--- src/core/flash_host_pkg.sv ---
// Purpose: constants for the flash status-polling host controller
// Assumes: 250 MHz system clock, 16-bit flash data bus, 22-bit word address
// Notes: register map, command codes, status layout and pin timing
//
// Operation
// - host combines sector and busy toggle flags to learn sector and mode.
// - host reads status twice in a row and compares toggle flag values.
// - toggling with timeout flag high: recheck; still toggling means fail, issue reset.
// - host resuming monitoring restarts the toggle check from its first step.
// - after timeout host issues reset; device returns to read mode.
// - host with sector command gaps under 50 us may skip window checks.
// - host checks window flag before and after each added sector command.
// - host supplies a valid address of the monitored operation when polling.
// - host addresses the busy bank; idle banks return array data.

package flash_host_pkg;

  // ==========================================================================
  // timing
  localparam int CLK_MHZ = 250;
  localparam int T_ACC_NS = 55;
  localparam int T_WP_NS = 28;
  localparam int T_REC_NS = 20;
  localparam int ACC_CYC = (T_ACC_NS * CLK_MHZ + 999) / 1000;
  localparam int WP_CYC = (T_WP_NS * CLK_MHZ + 999) / 1000;
  localparam int REC_CYC = (T_REC_NS * CLK_MHZ + 999) / 1000;

  // ==========================================================================
  // widths
  localparam int ADDR_W = 22;
  localparam int DATA_W = 16;

  // ==========================================================================
  // register map
  localparam logic [7:0] OFS_CMD = 8'h00;
  localparam logic [7:0] OFS_ADDR = 8'h04;
  localparam logic [7:0] OFS_WDATA = 8'h08;
  localparam logic [7:0] OFS_RDATA = 8'h0C;
  localparam logic [7:0] OFS_STATUS = 8'h10;
  localparam logic [ADDR_W-1:0] ADDR_RST = 22'h000000;
  localparam logic [DATA_W-1:0] DATA_RST = 16'h0000;

  // ==========================================================================
  // command field and codes
  localparam int CMD_ABORT_BIT = 8;
  localparam logic [2:0] OP_WRITE = 3'h1;
  localparam logic [2:0] OP_READ = 3'h2;
  localparam logic [2:0] OP_POLL = 3'h3;
  localparam logic [2:0] OP_RESET = 3'h4;
  localparam logic [2:0] OP_WINDOW = 3'h5;
  localparam logic [DATA_W-1:0] RESET_CMD_DATA = 16'h00F0;

  // ==========================================================================
  // status bit positions
  localparam int ST_BUSY = 0;
  localparam int ST_DONE = 1;
  localparam int ST_PASS = 2;
  localparam int ST_FAIL = 3;
  localparam int ST_SECT_TGL = 4;
  localparam int ST_BUSY_TGL = 5;
  localparam int ST_WINDOW = 6;
  localparam int ST_TIMEOUT = 7;
  localparam int ST_READY = 8;
  localparam int ST_SUSPENDED = 9;

  // ==========================================================================
  // status positions on the flash data bus
  localparam int DQ_SECT_TGL = 2;
  localparam int DQ_WINDOW = 3;
  localparam int DQ_TIMEOUT = 5;
  localparam int DQ_BUSY_TGL = 6;

endpackage : flash_host_pkg

--- src/core/flash_cycle.sv ---
// Purpose: one asynchronous read or write cycle on the flash pins
// Assumes: data input synchronous to the clock
// Notes: all pin outputs come from flip-flops
`timescale 1ns/100ps
`default_nettype none

module flash_cycle (
  // clock and reset
  input wire logic clk,
  input wire logic rst,
  // request
  input wire logic start,
  input wire logic wr,
  input wire logic [21:0] addr,
  input wire logic [15:0] wdata,
  output logic [15:0] rdata,
  output logic done,
  // flash pins
  output logic ce_n,
  output logic oe_n,
  output logic we_n,
  output logic [21:0] a,
  output logic [15:0] dq_o,
  output logic dq_oe,
  input wire logic [15:0] dq_i
);

  typedef enum {CY_IDLE, CY_SETUP, CY_STROBE, CY_REC} cy_state_t;

  cy_state_t cy_q;
  logic [4:0] cnt_q;
  logic wr_q;

  always_ff @(posedge clk or posedge rst)
  begin
    if (rst)
    begin
      cy_q <= CY_IDLE;
      cnt_q <= 5'h00;
      wr_q <= 1'b0;
      ce_n <= 1'b1;
      oe_n <= 1'b1;
      we_n <= 1'b1;
      a <= 22'h000000;
      dq_o <= 16'h0000;
      dq_oe <= 1'b0;
      rdata <= 16'h0000;
      done <= 1'b0;
    end
    else
    begin
      done <= 1'b0;
      case (cy_q)
        CY_IDLE:
          if (start)
          begin
            a <= addr;
            dq_o <= wdata;
            dq_oe <= wr;
            wr_q <= wr;
            ce_n <= 1'b0;
            cy_q <= CY_SETUP;
          end
        CY_SETUP:
        begin
          if (wr_q)
          begin
            we_n <= 1'b0;
            cnt_q <= 5'(flash_host_pkg::WP_CYC - 1);
          end
          else
          begin
            oe_n <= 1'b0;
            cnt_q <= 5'(flash_host_pkg::ACC_CYC - 1);
          end
          cy_q <= CY_STROBE;
        end
        CY_STROBE:
          if (cnt_q == 5'h00)
          begin
            we_n <= 1'b1;
            oe_n <= 1'b1;
            if (!wr_q)
            begin
              rdata <= dq_i;
            end
            cnt_q <= 5'(flash_host_pkg::REC_CYC - 1);
            cy_q <= CY_REC;
          end
          else
          begin
            cnt_q <= cnt_q - 5'h01;
          end
        default:
        begin
          ce_n <= 1'b1;
          dq_oe <= 1'b0;
          if (cnt_q == 5'h00)
          begin
            done <= 1'b1;
            cy_q <= CY_IDLE;
          end
          else
          begin
            cnt_q <= cnt_q - 5'h01;
          end
        end
      endcase
    end
  end

  // write strobe width exact
  property p_we_width;
    @(posedge clk) disable iff (rst)
      $fell(we_n) |-> (!we_n) [*7] ##1 we_n;
  endproperty
  a_we_width: assert property (p_we_width) else $error("write strobe width wrong");

  // output enable held for the access time before data is taken
  property p_oe_width;
    @(posedge clk) disable iff (rst)
      $fell(oe_n) |-> ##13 (!oe_n && we_n) ##1 oe_n;
  endproperty
  a_oe_width: assert property (p_oe_width) else $error("read strobe width wrong");

endmodule : flash_cycle

`default_nettype wire

--- src/core/status_compare.sv ---
// Purpose: compare two successive status reads
// Assumes: load pulses with the second read word present
// Notes: results registered, valid the cycle after load
`timescale 1ns/100ps
`default_nettype none

module status_compare (
  // clock and reset
  input wire logic clk,
  input wire logic rst,
  // samples
  input wire logic load,
  input wire logic [15:0] first,
  input wire logic [15:0] second,
  // results
  output logic busy_tgl,
  output logic sect_tgl,
  output logic timeout,
  output logic window
);

  function automatic logic bit_changed(input logic [15:0] x, input logic [15:0] y, input int pos);
    bit_changed = x[pos] ^ y[pos];
  endfunction : bit_changed

  always_ff @(posedge clk or posedge rst)
  begin
    if (rst)
    begin
      busy_tgl <= 1'b0;
      sect_tgl <= 1'b0;
      timeout <= 1'b0;
      window <= 1'b0;
    end
    else if (load)
    begin
      busy_tgl <= bit_changed(first, second, flash_host_pkg::DQ_BUSY_TGL);
      sect_tgl <= bit_changed(first, second, flash_host_pkg::DQ_SECT_TGL);
      timeout <= second[flash_host_pkg::DQ_TIMEOUT];
      window <= second[flash_host_pkg::DQ_WINDOW];
    end
  end

  property p_cmp;
    @(posedge clk) disable iff (rst)
      load |=> (busy_tgl == ($past(first[6]) ^ $past(second[6])))
        && (sect_tgl == ($past(first[2]) ^ $past(second[2])));
  endproperty
  a_cmp: assert property (p_cmp) else $error("toggle compare wrong");

endmodule : status_compare

`default_nettype wire

--- src/core/flash_host.sv ---
// Purpose: host controller polling flash write-operation status
// Assumes: AHB-Lite slave, zero wait states, single word transfers
// Notes: software builds command sequences with single writes
//
// Added by the designer: register access over AHB-Lite and the register addresses.
`timescale 1ns/100ps
`default_nettype none

module flash_host (
  // clock and reset
  input wire logic CLK_SYS,
  input wire logic RESET,
  // ahb-lite slave
  input wire logic HSEL,
  input wire logic [31:0] HADDR,
  input wire logic [1:0] HTRANS,
  input wire logic HWRITE,
  input wire logic [2:0] HSIZE,
  input wire logic [31:0] HWDATA,
  input wire logic HREADY,
  output logic [31:0] HRDATA,
  output logic HREADYOUT,
  output logic HRESP,
  // flash pins
  output logic FLASH_CE_N,
  output logic FLASH_OE_N,
  output logic FLASH_WE_N,
  output logic [21:0] FLASH_A,
  output logic [15:0] FLASH_DQ_O,
  output logic FLASH_DQ_OE,
  input wire logic [15:0] FLASH_DQ_I,
  input wire logic FLASH_RDY_BSY
);

  typedef enum {M_IDLE, M_SINGLE, M_RD_A, M_RD_B, M_EVAL, M_RD_C, M_RD_D, M_EVAL2,
    M_FINAL, M_RESET} main_state_t;

  main_state_t state_q;
  logic [2:0] op_q;
  logic [21:0] addr_q;
  logic [15:0] wdata_q, rdata_q, first_q, cyc_wdata_q, cyc_rdata;
  logic cyc_start_q, cyc_wr_q, issued_q, abort_q, wr_pend_q;
  logic done_q, pass_q, fail_q, win_q, rdy_q;
  logic [7:0] wr_addr_q;
  logic [1:0] pass_reads_q;
  logic cyc_done, cmp_load, bt_tgl, st_tgl, to_flag;
  logic busy, cmd_wr, cmd_go, polling;
  logic [31:0] status_word;

  // ==========================================================================
  // register read decode
  function automatic logic [31:0] reg_read(input logic [7:0] ofs, input logic [31:0] st,
    input logic [21:0] ad, input logic [15:0] wd, input logic [15:0] rd);
    if (ofs == flash_host_pkg::OFS_ADDR)
      reg_read = {10'h000, ad};
    else if (ofs == flash_host_pkg::OFS_WDATA)
      reg_read = {16'h0000, wd};
    else if (ofs == flash_host_pkg::OFS_RDATA)
      reg_read = {16'h0000, rd};
    else if (ofs == flash_host_pkg::OFS_STATUS)
      reg_read = st;
    else
      reg_read = 32'h00000000;
  endfunction : reg_read

  assign busy = (state_q != M_IDLE);
  assign polling = (state_q == M_RD_A) || (state_q == M_RD_B) || (state_q == M_RD_C)
    || (state_q == M_RD_D);
  assign cmd_wr = wr_pend_q && (wr_addr_q == flash_host_pkg::OFS_CMD);
  assign cmd_go = cmd_wr && !busy && (HWDATA[2:0] >= flash_host_pkg::OP_WRITE)
    && (HWDATA[2:0] <= flash_host_pkg::OP_WINDOW);
  assign cmp_load = cyc_done && ((state_q == M_RD_B) || (state_q == M_RD_D));
  // suspended: sector still toggling, busy flag quiet
  assign status_word = {22'h000000, !bt_tgl && st_tgl, rdy_q, to_flag, win_q, bt_tgl, st_tgl,
    fail_q, pass_q, done_q, busy};

  // ==========================================================================
  // ahb-lite slave
  always_ff @(posedge CLK_SYS or posedge RESET)
  begin
    if (RESET)
    begin
      wr_pend_q <= 1'b0;
      wr_addr_q <= 8'h00;
      HRDATA <= 32'h00000000;
      HREADYOUT <= 1'b0;
      HRESP <= 1'b0;
    end
    else
    begin
      HREADYOUT <= 1'b1;
      HRESP <= 1'b0;
      wr_pend_q <= HSEL && HTRANS[1] && HREADY && HWRITE;
      if (HSEL && HTRANS[1] && HREADY)
      begin
        wr_addr_q <= HADDR[7:0];
        if (!HWRITE)
        begin
          HRDATA <= reg_read(HADDR[7:0], status_word, addr_q, wdata_q, rdata_q);
        end
      end
    end
  end

  // address and data registers, frozen while an operation runs
  always_ff @(posedge CLK_SYS or posedge RESET)
  begin
    if (RESET)
    begin
      addr_q <= flash_host_pkg::ADDR_RST;
      wdata_q <= flash_host_pkg::DATA_RST;
      op_q <= 3'h0;
    end
    else if (wr_pend_q && !busy)
    begin
      if (wr_addr_q == flash_host_pkg::OFS_ADDR)
        addr_q <= HWDATA[21:0];
      else if (wr_addr_q == flash_host_pkg::OFS_WDATA)
        wdata_q <= HWDATA[15:0];
      else if (cmd_go)
        op_q <= HWDATA[2:0];
    end
  end

  // abort request, honoured only while polling, at the next poll read boundary or status decision
  always_ff @(posedge CLK_SYS or posedge RESET)
  begin
    if (RESET)
      abort_q <= 1'b0;
    else if (cmd_wr && busy && HWDATA[flash_host_pkg::CMD_ABORT_BIT])
      abort_q <= 1'b1;
    else if (!busy)
      abort_q <= 1'b0;
  end

  always_ff @(posedge CLK_SYS or posedge RESET)
  begin
    if (RESET)
      rdy_q <= 1'b0;
    else
      rdy_q <= FLASH_RDY_BSY;
  end

  // ==========================================================================
  // sequencer
  always_ff @(posedge CLK_SYS or posedge RESET)
  begin
    if (RESET)
    begin
      state_q <= M_IDLE;
      cyc_start_q <= 1'b0;
      cyc_wr_q <= 1'b0;
      cyc_wdata_q <= 16'h0000;
      issued_q <= 1'b0;
      first_q <= 16'h0000;
    end
    else
    begin
      cyc_start_q <= 1'b0;
      case (state_q)
        M_IDLE:
          if (cmd_go)
          begin
            issued_q <= 1'b0;
            if (HWDATA[2:0] == flash_host_pkg::OP_POLL)
              state_q <= M_RD_A;
            else if (HWDATA[2:0] == flash_host_pkg::OP_RESET)
              state_q <= M_RESET;
            else
              state_q <= M_SINGLE;
          end
        M_EVAL:
          if (!bt_tgl)
            state_q <= M_FINAL;
          else if (to_flag)
            state_q <= M_RD_C;
          else if (abort_q)
            state_q <= M_IDLE;
          else
            state_q <= M_RD_A;
        M_EVAL2:
          state_q <= bt_tgl ? M_RESET : M_FINAL;
        default:
          if (!issued_q)
          begin
            cyc_start_q <= 1'b1;
            issued_q <= 1'b1;
            cyc_wr_q <= (state_q == M_RESET) || (op_q == flash_host_pkg::OP_WRITE
              && state_q == M_SINGLE);
            cyc_wdata_q <= (state_q == M_RESET) ? flash_host_pkg::RESET_CMD_DATA : wdata_q;
          end
          else if (cyc_done)
          begin
            issued_q <= 1'b0;
            if (state_q == M_RD_A || state_q == M_RD_C)
              first_q <= cyc_rdata;
            if (polling && abort_q)
              state_q <= M_IDLE;
            else if (state_q == M_RD_A)
              state_q <= M_RD_B;
            else if (state_q == M_RD_B)
              state_q <= M_EVAL;
            else if (state_q == M_RD_C)
              state_q <= M_RD_D;
            else if (state_q == M_RD_D)
              state_q <= M_EVAL2;
            else
              state_q <= M_IDLE;
          end
      endcase
    end
  end

  // ==========================================================================
  // results
  always_ff @(posedge CLK_SYS or posedge RESET)
  begin
    if (RESET)
    begin
      done_q <= 1'b0;
      pass_q <= 1'b0;
      fail_q <= 1'b0;
      win_q <= 1'b0;
      rdata_q <= 16'h0000;
    end
    else if (cmd_go)
    begin
      done_q <= 1'b0;
      pass_q <= 1'b0;
      fail_q <= 1'b0;
    end
    else if (cyc_done)
    begin
      if (state_q == M_FINAL)
      begin
        rdata_q <= cyc_rdata;
        pass_q <= 1'b1;
        done_q <= 1'b1;
      end
      else if (state_q == M_RESET)
      begin
        fail_q <= (op_q == flash_host_pkg::OP_POLL);
        done_q <= 1'b1;
      end
      else if (state_q == M_SINGLE)
      begin
        rdata_q <= cyc_rdata;
        done_q <= 1'b1;
        if (op_q == flash_host_pkg::OP_WINDOW)
          win_q <= cyc_rdata[flash_host_pkg::DQ_WINDOW];
      end
    end
  end

  // pass-local read count for checking
  always_ff @(posedge CLK_SYS or posedge RESET)
  begin
    if (RESET)
      pass_reads_q <= 2'h0;
    else if (state_q == M_IDLE || state_q == M_EVAL)
      pass_reads_q <= 2'h0;
    else if (cyc_done && (state_q == M_RD_A || state_q == M_RD_B) && pass_reads_q != 2'h3)
      pass_reads_q <= pass_reads_q + 2'h1;
  end

  // ==========================================================================
  // submodules
  flash_cycle u_cycle (
    .clk(CLK_SYS),
    .rst(RESET),
    .start(cyc_start_q),
    .wr(cyc_wr_q),
    .addr(addr_q),
    .wdata(cyc_wdata_q),
    .rdata(cyc_rdata),
    .done(cyc_done),
    .ce_n(FLASH_CE_N),
    .oe_n(FLASH_OE_N),
    .we_n(FLASH_WE_N),
    .a(FLASH_A),
    .dq_o(FLASH_DQ_O),
    .dq_oe(FLASH_DQ_OE),
    .dq_i(FLASH_DQ_I)
  );

  status_compare u_cmp (
    .clk(CLK_SYS),
    .rst(RESET),
    .load(cmp_load),
    .first(first_q),
    .second(cyc_rdata),
    .busy_tgl(bt_tgl),
    .sect_tgl(st_tgl),
    .timeout(to_flag),
    .window()
  );

  // ==========================================================================
  // checks
  property p_two_reads;
    @(posedge CLK_SYS) disable iff (RESET)
      $rose(state_q == M_EVAL) |-> pass_reads_q == 2'h2;
  endproperty
  a_two_reads: assert property (p_two_reads) else $error("decision before two reads");

  property p_fail_reset;
    @(posedge CLK_SYS) disable iff (RESET)
      $rose(fail_q) |-> $past(state_q == M_RESET) && $past(cyc_wdata_q) == 16'h00F0;
  endproperty
  a_fail_reset: assert property (p_fail_reset) else $error("fail without reset write");

  property p_pass_final;
    @(posedge CLK_SYS) disable iff (RESET)
      $rose(pass_q) |-> $past(state_q == M_FINAL) && rdata_q == $past(cyc_rdata);
  endproperty
  a_pass_final: assert property (p_pass_final) else $error("pass without array read");

  property p_poll_addr;
    @(posedge CLK_SYS) disable iff (RESET)
      polling && !FLASH_CE_N |-> FLASH_A == addr_q && !FLASH_DQ_OE;
  endproperty
  a_poll_addr: assert property (p_poll_addr) else $error("poll at wrong address");

  property p_restart;
    @(posedge CLK_SYS) disable iff (RESET)
      cmd_go && HWDATA[2:0] == 3'h3 |=> state_q == M_RD_A ##1 state_q == M_RD_A;
  endproperty
  a_restart: assert property (p_restart) else $error("poll not restarted at top");

  property p_window;
    @(posedge CLK_SYS) disable iff (RESET)
      cyc_done && state_q == M_SINGLE && op_q == 3'h5 |=> win_q == $past(cyc_rdata[3]) && !busy;
  endproperty
  a_window: assert property (p_window) else $error("window flag not captured");

endmodule : flash_host

`default_nettype wire

--- config.mk ---
export PLATFORM = sky130hd
export DESIGN_NAME = flash_host
export DESIGN_NICKNAME = d
export VERILOG_FILES = /design/src/core/flash_host_pkg.sv /design/src/core/flash_cycle.sv /design/src/core/status_compare.sv /design/src/core/flash_host.sv
export SDC_FILE = /design/constraint.sdc
export NUM_CORES = 1
export LEC_CHECK = 0
export ABC_AREA = 1
export CORE_MARGIN = 10
export CORE_UTILIZATION = 59
export CTS_BUF_LIST = sky130_fd_sc_hd__clkbuf_4
export CTS_CLUSTER_DIAMETER = 80
export DETAILED_ROUTE_END_ITERATION = 8
export DONT_BUFFER_PORTS = 1
export GPL_TIMING_DRIVEN = 0
export PLACE_DENSITY = 0.75
export SLEW_MARGIN = 20
export SYNTH_ARGS = -nofsm -noshare
export SYNTH_HDL_FRONTEND = slang
export SYNTH_SLANG_ARGS = --single-unit
--- constraint.sdc ---
create_clock -name CLK_SYS -period 10.8 [get_ports CLK_SYS]
set_clock_uncertainty 0.15 [all_clocks]
set_input_delay 2.7 -clock CLK_SYS [delete_from_list [all_inputs] [get_ports CLK_SYS]]
set_output_delay 2.7 -clock CLK_SYS [all_outputs]
set_load 0.05 [all_outputs]
==> out/qor.txt, run 1 <==
status = completed
fin area = 9060 µm²
drt pass-1 iters = 5
Fin Hold WS = 0.337 ns
I/O Buffers = 0
Hold Vio Cnt, Final = 0
total CTS buffers = 17
post-synthesis sequential area ratio = 56.7%
fraction of registers with async set/reset = 100%
Reg clk slew, reported paths = 0.14 ns
Rows = 43
final-stage net count = 1069
maxcap violations = 0
share of cells above drive strength 1 = 11.9%
top-count cell post-synth = nand2_1
RSZ-0062 raised after global routing = false
vias per cell = 5.38
Clock Tree Buf Depth = 2
die area = 19400 µm²
Place WS = 6.50 ns
Post-synth EDFFs = 0
top_reg_cell synth = dfrtp_1
final core occ = 65.0%
leading area contributor after synthesis = dfrtp_1
Peak VDD IR = 0.000147 V
crit start category = register
power after layout = 1.29 mW
Slew Limit Headroom = 62.5%
largest net degree at the start of global routing = 110
Tightest Pin Transition = 0.563 ns
Syn Inst Count = 942
PD cells = 142 nW/µm²
clk_lat worst skew = 0.59 ns
LEAKAGE = 4.60 nW
width of the die = 139 µm
total core area = 13900 µm²
Synth top area share = 55.8%
maximum clock rate = 240 MHz
Post-Syn Area per Cell = 8.91 µm²
FF-to-FF Start = u_cycle.cy_q[1]
Final Max Slew Viols = 0
Hold Path Class = reg -> reg
flops & latches, synth = 190
cts hold-fix bufs = 0
Worst Path Max Fanout = 2
DPL Wire Length = 15200 µm
Post-Layout Cell Count = 1165
Final period util = 38.5%
detailed-route wire length = 20000 µm
Post-DRT Antenna Nets = 0
wire length of the first global-routing pass = 32500 µm
initial core utilization = 60.2%
Post-CTS Setup Inserts = 0
hold path depth = 2
Final WS setup = 6.64 ns
Synth area leaders = dfrtp_1 (56%), nand2_1 (11%), o21ai_0 (4.5%), inv_1 (4.3%), nand3_1 (3.9%)
setup tns final = 0 ns
Worst EP arrival = 1.31 ns
drt wl/cell = 17.2 µm
diodes inserted = 0
Post-Syn Area = 8390 µm²
crit end category = output port
Worst Hold Path EP = rdata_q[8]
Placed Instances = 1133
CTS tree = built
DRT iter0 DRCs = 468
Post-route DRC = 0
minimum clock period = 4.16 ns
clk sinks = 190
reg2reg setup slack = 8.82 ns
DIE HEIGHT = 139 µm
# setup viols final = 0
hold_sp = rdata_q[8]
vias in the first global route = 6038
initial antenna violation count = 0
Yosys warnings = 0
kind of critical path = reg -> out
num ports = 167
vias = 6264
placed inst area = 8690 µm²
clock root buffer = clkbuf_4
post-synthesis cell type count = 41
R2R cell count = 6
R2R Path End = u_cycle.dq_oe
GRT Util Overall = 20.7%
htree depth = 4
post_cts resized = 0
Area Overhead vs Synth = 7.99%
Overflow after GRT = 0
worst endpoint required time = 7.95 ns
Post-synth top cells = nand2_1 (243), dfrtp_1 (187), inv_1 (97)
global placer's final weighted congestion = 0.955
-- how the worst max path moves through the flow --
stage	cells after the start	startpoint	endpoint	slack (ns)
final	0	u_cycle.ce_n	FLASH_CE_N	6.64
after global routing	0	u_cycle.ce_n	FLASH_CE_N	6.58
after CTS	0	u_cycle.ce_n	FLASH_CE_N	6.60
after detailed placement	9	HADDR[7]	HRDATA[12]	6.50
after global placement	1	RESET	HRDATA[9]	0.89
after floorplan	1	RESET	HRDATA[0]	2.78
-- registers in the layout, indices dropped and copies added, names as in the netlist, 2 cells and up --
name / count
addr_q: 22
u_cycle.cnt_q: 5
first_q: 2
cyc_wdata_q: 16
u_cycle.rdata: 16
u_cycle.a: 22
wr_addr_q: 8
u_cycle.dq_o: 16
op_q: 3
state_q: 4
HRDATA: 22
wdata_q: 16
u_cycle.cy_q: 2
rdata_q: 16
-- final cells by class --
cell class | instances | area [µm²]
buffer | 46 | 297
clock buffer | 18 | 135
clock inverter | 14 | 238
fill | 1205 | 4870
inverter | 103 | 394
multi-input combinational | 613 | 2990
sequential | 190 | 4760
tap | 180 | 225
timing repair buffer | 1 | 27.5
-- layout by cell type (no fill, tap or decap), types with 7 or more instances in the layout --
cell type | Yosys | layout
conb_1 | 2 | 12
clkbuf_4 | 0 | 18
mux2_2 | 11 | 11
a21oi_1 | 31 | 31
buf_2 | 9 | 9
dfrtp_1 | 187 | 187
nand2_2 | 7 | 7
buf_4 | 14 | 14
o21ai_0 | 75 | 75
buf_6 | 8 | 8
o21ai_1 | 52 | 52
nand2_1 | 243 | 243
nor2_1 | 52 | 52
clkbuf_1 | 15 | 15
nand3_1 | 66 | 66
nand4_1 | 12 | 12
inv_1 | 97 | 96
nor2_2 | 7 | 7
-- layer usage --
layer,global-route usage (%),share of wire [%]
met2,32.6,47
met5,0,0
met4,6.59,2.0
met3,7.01,8.4
met1,26.5,43
-- power breakdown --
group / total, mW / switching [mW] / internal (mW) / leakage, nW
logic: 0.0590 / 0.0428 / 0.0162 / 2.04
clock network: 0.473 / 0.240 / 0.233 / 0.187
registers: 0.754 / 0.0290 / 0.725 / 2.37
-- kinds of logic (layout without fill, tap and decap cells) --
logic type,after synthesis,after routing,synth area share [%]
and+or+nand+nor,405,405,21.3
DFF,190,190,56.7
AOI/OAI and AO/OA,176,176,11.1
buffers and inverters,149,182,8.14
muxes,11,11,1.48
adders and majority gates,6,6,0.894
xor gates and xnor gates,3,3,0.313
other,2,12,0.0895
(Power assumes the default switching activity.)
==> run 2, diff against run 1 <==
==> constraint.sdc (replaced) <==
create_clock -name CLK_SYS -period 4 [get_ports CLK_SYS]
set_clock_uncertainty 0.15 [all_clocks]
set_input_delay 1 -clock CLK_SYS [delete_from_list [all_inputs] [get_ports CLK_SYS]]
set_output_delay 1 -clock CLK_SYS [all_outputs]
set_load 0.05 [all_outputs]
==> run 2 against run 1 <==
  * Clock-buffer cell count grew 2
  * Total power rose to 2.6 times the previous value
  * Critical path depth unchanged
  * Wire length increased by 3.5%
  * Highest routed layer unchanged
  * Clock power grew 140%
  * Die area is the same
  * Global-route usage grew 0.62 points
  * First-iteration DRC count increased by 18%
  * Sequential share of layout area is 0.22 points lower
==> out/qor.txt, run 2 (synthesized netlist as in run 1, its figures left out) <==
Post-DRT Antenna Nets = 0 (unchanged)
# setup viols final = 0 (unchanged)
Overflow after GRT = 0 (unchanged)
Clock Tree Buf Depth = 2 (unchanged)
vias per cell = 5.47 (+1.8%)
most common cell after layout, fill and taps aside = nand2_1
wire length of the first global-routing pass = 33800 µm (+4.1%)
FF-to-FF Start = u_cycle.cy_q[1]
DIE HEIGHT = 139 µm (unchanged)
Post-route DRC = 0 (unchanged)
R2R cell count = 6 (unchanged)
DPL Wire Length = 16100 µm (+5.3%)
vias in the first global route = 6322 (+4.7%)
critical path depth = 0 (unchanged)
CTS tree = built
crit end category = output port
clk sinks = 190 (unchanged)
LEAKAGE = 4.61 nW (+0.42%)
global placer's final weighted congestion = 0.928 (-2.8%)
PD cells = 369 nW/µm² (+160%)
final-stage net count = 1074 (+0.47%)
share of cells above drive strength 1 = 12.1% (+0.26 points)
num ports = 167 (unchanged)
Peak VDD IR = 0.000274 V (+86%)
RSZ-0062 raised after global routing = false
R2R Path End = u_cycle.a[1]
maximum clock rate = 409 MHz
Reg clk slew, reported paths = 0.15 ns (about the same)
Top Registers = HRDATA x22, addr_q x22, u_cycle.a x22
largest net degree at the start of global routing = 37 (-66%)
Area Overhead vs Synth = 8.45%
drt pass-1 iters = 5 (unchanged)
width of the die = 139 µm (unchanged)
die area = 19400 µm² (unchanged)
Worst Path Max Fanout = 2 (unchanged)
Hold Vio Cnt, Final = 0 (unchanged)
post_cts resized = 0 (unchanged)
detailed-route wire length = 20700 µm (+3.5%)
initial core utilization = 60.2% (unchanged)
clock root buffer = clkbuf_4
initial antenna violation count = 0 (unchanged)
Rows = 43 (unchanged)
Hold Path Class = in -> async
diodes inserted = 0 (unchanged)
I/O Buffers = 0 (unchanged)
Slew Limit Headroom = 58.5% (-3.9 points)
cts hold-fix bufs = 0 (unchanged)
crit start category = register
Tightest Pin Transition = 0.622 ns (+0.0592 ns)
status = completed
GRT Util Overall = 21.4% (+0.62 points)
reg2reg setup slack = 2.08 ns (-6.74 ns)
vias = 6400 (+2.2%)
Worst EP arrival = 1.29 ns (-0.02 ns)
kind of critical path = reg -> out
DRT iter0 DRCs = 554 (+18%)
Final period util = 61.1%
minimum clock period = 2.44 ns
drt wl/cell = 17.7 µm (+3.2%)
maxcap violations = 0 (unchanged)
htree depth = 4 (unchanged)
total core area = 13900 µm² (unchanged)
CP Capture Point = FLASH_WE_N
commonest cells after routing, fill and taps aside = nand2_1 (243), dfrtp_1 (187), inv_1 (96), o21ai_0 (75), nand3_1 (66)
worst endpoint required time = 2.85 ns (-5.10 ns)
clk_lat worst skew = 0.57 ns (-0.02 ns)
Fin Hold WS = 0.143 ns (-0.194 ns)
Final Max Slew Viols = 0 (unchanged)
Post-CTS Setup Inserts = 0 (unchanged)
total CTS buffers = 17 (unchanged)
Critical Path Source = u_cycle.we_n
setup tns final = 0 ns (unchanged)
-- run 2: area by class of cell --
class	instances	area [µm²]
clock inverter	11	165
buffer	46	297
fill	1192	4830
inverter	103	390
timing repair buffer	6	128
multi-input combinational	613	2990
sequential	190	4760
clock buffer	20	150
tap	180	225
-- run 2: metal layers --
| metal | up-vias | wire, µm | track usage (%) |
|---|---|---|---|
| met5 | - | 0 | 0 |
| met3 | 33 | 1830 | 7.04 |
| met1 | 3053 | 8610 | 27.2 |
| met4 | 0 | 438 | 6.75 |
| met2 | 229 | 9820 | 33.7 |
| li1 | 3085 | - | - |
-- run 2: power by group --
part,total (mW),internal (mW),leakage (nW),switching (mW)
sequential,2.04,1.96,2.37,0.0792
combinational,0.174,0.0533,2.08,0.120
clock,1.15,0.513,0.165,0.639
total,3.36,2.52,4.61,0.838
-- run 2: worst min path at each step --
stage                    start    endpoint  slack (ns)  depth (start not counted)
detailed placement  rdata_q[8]  rdata_q[8]        0.31                          2
floorplan           rdata_q[0]  rdata_q[0]        0.29                          2
global route             RESET  state_q[3]        0.12                          1
global placement    rdata_q[8]  rdata_q[8]        0.31                          2
finish                   RESET  state_q[3]        0.14                          1
CTS                      RESET  state_q[3]        0.12                          1
-- run 2: per-stage QoR --
stage | util, % | cells | total power [mW] | cell area (µm²) | setup slack, ns
after floorplan | - | 952 | 2.19 | 8430 | 0.404
after CTS | 65.3 | 1169 | 3.38 | 9100 | 1.51
final | 65.3 | 1169 | 3.36 | 9100 | 1.56
after global placement | 62.1 | 1132 | 2.23 | 8660 | -0.561
after detailed placement | 63.1 | 1138 | 2.25 | 8790 | 1.44
after global routing | 65.3 | 1169 | 3.49 | 9100 | 1.48
==> run 3, diff against run 2 <==
--- a/config.mk
+++ b/config.mk
@@ -13,7 +13,7 @@
 export DETAILED_ROUTE_END_ITERATION = 8
 export DONT_BUFFER_PORTS = 1
 export GPL_TIMING_DRIVEN = 0
-export PLACE_DENSITY = 0.75
+export PLACE_DENSITY = 0.78
 export SLEW_MARGIN = 20
 export SYNTH_ARGS = -nofsm -noshare
 export SYNTH_HDL_FRONTEND = slang
==> constraint.sdc (replaced) <==
create_clock -name CLK_SYS -period 2.1 [get_ports CLK_SYS]
set_clock_uncertainty 0.15 [all_clocks]
set_input_delay 0.525 -clock CLK_SYS [delete_from_list [all_inputs] [get_ports CLK_SYS]]
set_output_delay 0.525 -clock CLK_SYS [all_outputs]
set_load 0.05 [all_outputs]
==> run 3 against run 2 <==
  * Non-clock buffer count increased by 47
  * Cell area increased by 4.7%
  * Largest power group unchanged
  * Sequential share of layout area down 2.3 points
  * Global-route usage up 0.78 points
  * Sequential cell count unchanged
  * Worst setup slack worse by 1.5 ns
  * First-iteration DRC count increased by 11%
  * Core utilization increased by 3.0 points
  * Via count up 3.5%
  * Critical path depth unchanged
  * Clock power up 73%
  * Die area unchanged
  * Largest cell class unchanged
==> out/qor.txt, run 3 (synthesized netlist as in run 1, its figures left out) <==
status = completed
Fin Hold WS = 0.0286 ns (-0.115 ns)
DIE HEIGHT = 139 µm (unchanged)
Overflow after GRT = 0 (unchanged)
Worst EP arrival = 1.35 ns (+0.06 ns)
total CTS buffers = 17 (unchanged)
PD cells = 659 nW/µm² (+78%)
Hold Path Class = in -> reg
wire length of the first global-routing pass = 34700 µm (+2.7%)
worst endpoint required time = 1.42 ns (-1.43 ns)
Slew Limit Headroom = 61.5% (+3.0 points)
Hold Vio Cnt, Final = 0 (unchanged)
detailed-route wire length = 21400 µm (+3.4%)
commonest cells after routing, fill and taps aside = nand2_1 (243), dfrtp_1 (187), inv_1 (96), o21ai_0 (75), nand3_1 (66)
Tightest Pin Transition = 0.577 ns (-0.0449 ns)
Comb pwr share = 6.4% (+1.2 points)
Reg clk slew, reported paths = 0.16 ns (about the same)
most common cell after layout, fill and taps aside = nand2_1
Rows = 43 (unchanged)
Post-DRT Antenna Nets = 0 (unchanged)
crit start category = register
global placer's final weighted congestion = 0.920 (-0.84%)
GRT Util Overall = 22.1% (+0.78 points)
initial core utilization = 60.2% (unchanged)
FF/Latch Area = 4760 µm² (unchanged)
power after layout = 6.28 mW (+87%)
Final period util = 96.2%
minimum clock period = 2.02 ns
LEAKAGE = 4.79 nW (+3.9%)
# setup viols final = 0 (unchanged)
vias per cell = 5.44 (-0.55%)
drt pass-1 iters = 6 (+1)
switching power = 1.76 mW (+110%)
vias in the first global route = 6502 (+2.8%)
kind of critical path = reg -> out
diodes inserted = 0 (unchanged)
Peak VDD IR = 0.000469 V (+71%)
part of the power in the clock network = 31.7% (-2.5 points)
Post-route DRC = 0 (unchanged)
DPL Wire Length = 16200 µm (+0.68%)
final-stage net count = 1121 (+4.4%)
Final Max Slew Viols = 0 (unchanged)
reg2reg setup slack = 0.13 ns (-1.95 ns)
RSZ-0062 raised after global routing = false
Top Registers = HRDATA x22, addr_q x22, u_cycle.a x22
total core area = 13900 µm² (unchanged)
num ports = 167 (unchanged)
Reg power frac = 61.9% (+1.3 points)
Fillers = 1092 (-8.4%)
Placed Instances = 1138 (unchanged)
DRT iter0 DRCs = 617 (+11%)
Worst Path Max Fanout = 2 (unchanged)
share of cells above drive strength 1 = 11.9% (-0.27 points)
clk_lat worst skew = 0.61 ns (+0.04 ns)
CTS tree = built
Post-CTS Setup Inserts = 0 (unchanged)
I/O Buffers = 0 (unchanged)
maxcap violations = 0 (unchanged)
Sw Ratio = 28.1% (+3.1 points)
htree depth = 4 (unchanged)
die area = 19400 µm² (unchanged)
width of the die = 139 µm (unchanged)
initial antenna violation count = 0 (unchanged)
vias = 6626 (+3.5%)
clock root buffer = clkbuf_4
largest net degree at the start of global routing = 37 (unchanged)
Area Overhead vs Synth = 13.5%
Post-Layout Cell Count = 1217 (+4.1%)
drt wl/cell = 17.6 µm (-0.71%)
clk sinks = 190 (unchanged)
crit end category = output port
Clock Tree Buf Depth = 2 (unchanged)
multi-input gate area in the final layout = 2990 µm² (unchanged)
maximum clock rate = 495 MHz
total internal power = 4.52 mW (+79%)
==> run 3: cell types whose count changed in the layout (fill, tap and decap cells not counted), moves of 2 or more <==
cell and change:
clkbuf_4 -3, dlygate4sd3_1 +47, bufinv_16 -3, inv_6 +2
inv_8 +4
==> run 3: routing by layer <==
| layer | track usage (%) | part of all wire (%) |
|---|---|---|
| met5 | 0 | 0 |
| met4 | 7.69 | 2.9 |
| met3 | 7.52 | 8.4 |
| met2 | 35.7 | 48 |
| met1 | 27.2 | 41 |
==> run 3: layout make-up <==
| cell class | instances | area share [%] |
|---|---|---|
| tap | 180 | 2.36 |
| sequential | 190 | 49.9 |
| inverter | 103 | 4.10 |
| clock buffer | 17 | 1.34 |
| clock inverter | 15 | 1.55 |
| timing repair buffer | 53 | 6.20 |
| buffer | 46 | 3.13 |
| multi-input combinational | 613 | 31.4 |
==> run 3: path summary, 6_finish.rpt <==
check                           startpoint          endpoint  cells past startpoint
hold reg to reg                 rdata_q[8]        rdata_q[8]                      2
setup / recovery                 HRDATA[1]         HRDATA[1]                      0
setup reg to reg           u_cycle.cy_q[0]  u_cycle.cnt_q[4]                      9
max in group asynchronous            RESET   u_cycle.dq_o[4]                      6
min in group asynchronous            RESET        state_q[1]                      2
hold / removal                   HWDATA[0]        wdata_q[0]                      2
==> run 3: power by group through the flow <==
stage	Clock, mW	Sequential, mW	Combinational, mW
4_1_cts	2.00	3.89	0.402
3_5_place_dp	0	3.95	0.331
5_1_grt	2.14	3.89	0.451
6_report	1.99	3.89	0.403
2_1_floorplan	0	3.93	0.245
3_3_place_gp	0	3.95	0.295
==> run 3: through the flow <==
step | setup TNS, ns | setup WS (ns) | instance area (µm²) | util, %
3_3_place_gp | -367.57 | -1.97 | 8660 | 62.1
4_1_cts | 0 | 0.0661 | 9530 | 68.4
2_1_floorplan | -192.14 | -1.02 | 8430 | -
3_5_place_dp | -0.00447 | -0.00447 | 8780 | 63.0
6_report | 0 | 0.0799 | 9530 | 68.4
5_1_grt | 0 | 0.000233 | 9530 | 68.4
==> run 3: what timing repair did <==
action                                  CTS  global route
endpoints found under the setup margin    0             4
hold buffers                             47             0
hold endpoints to repair                151             0
resized for setup                         0             2
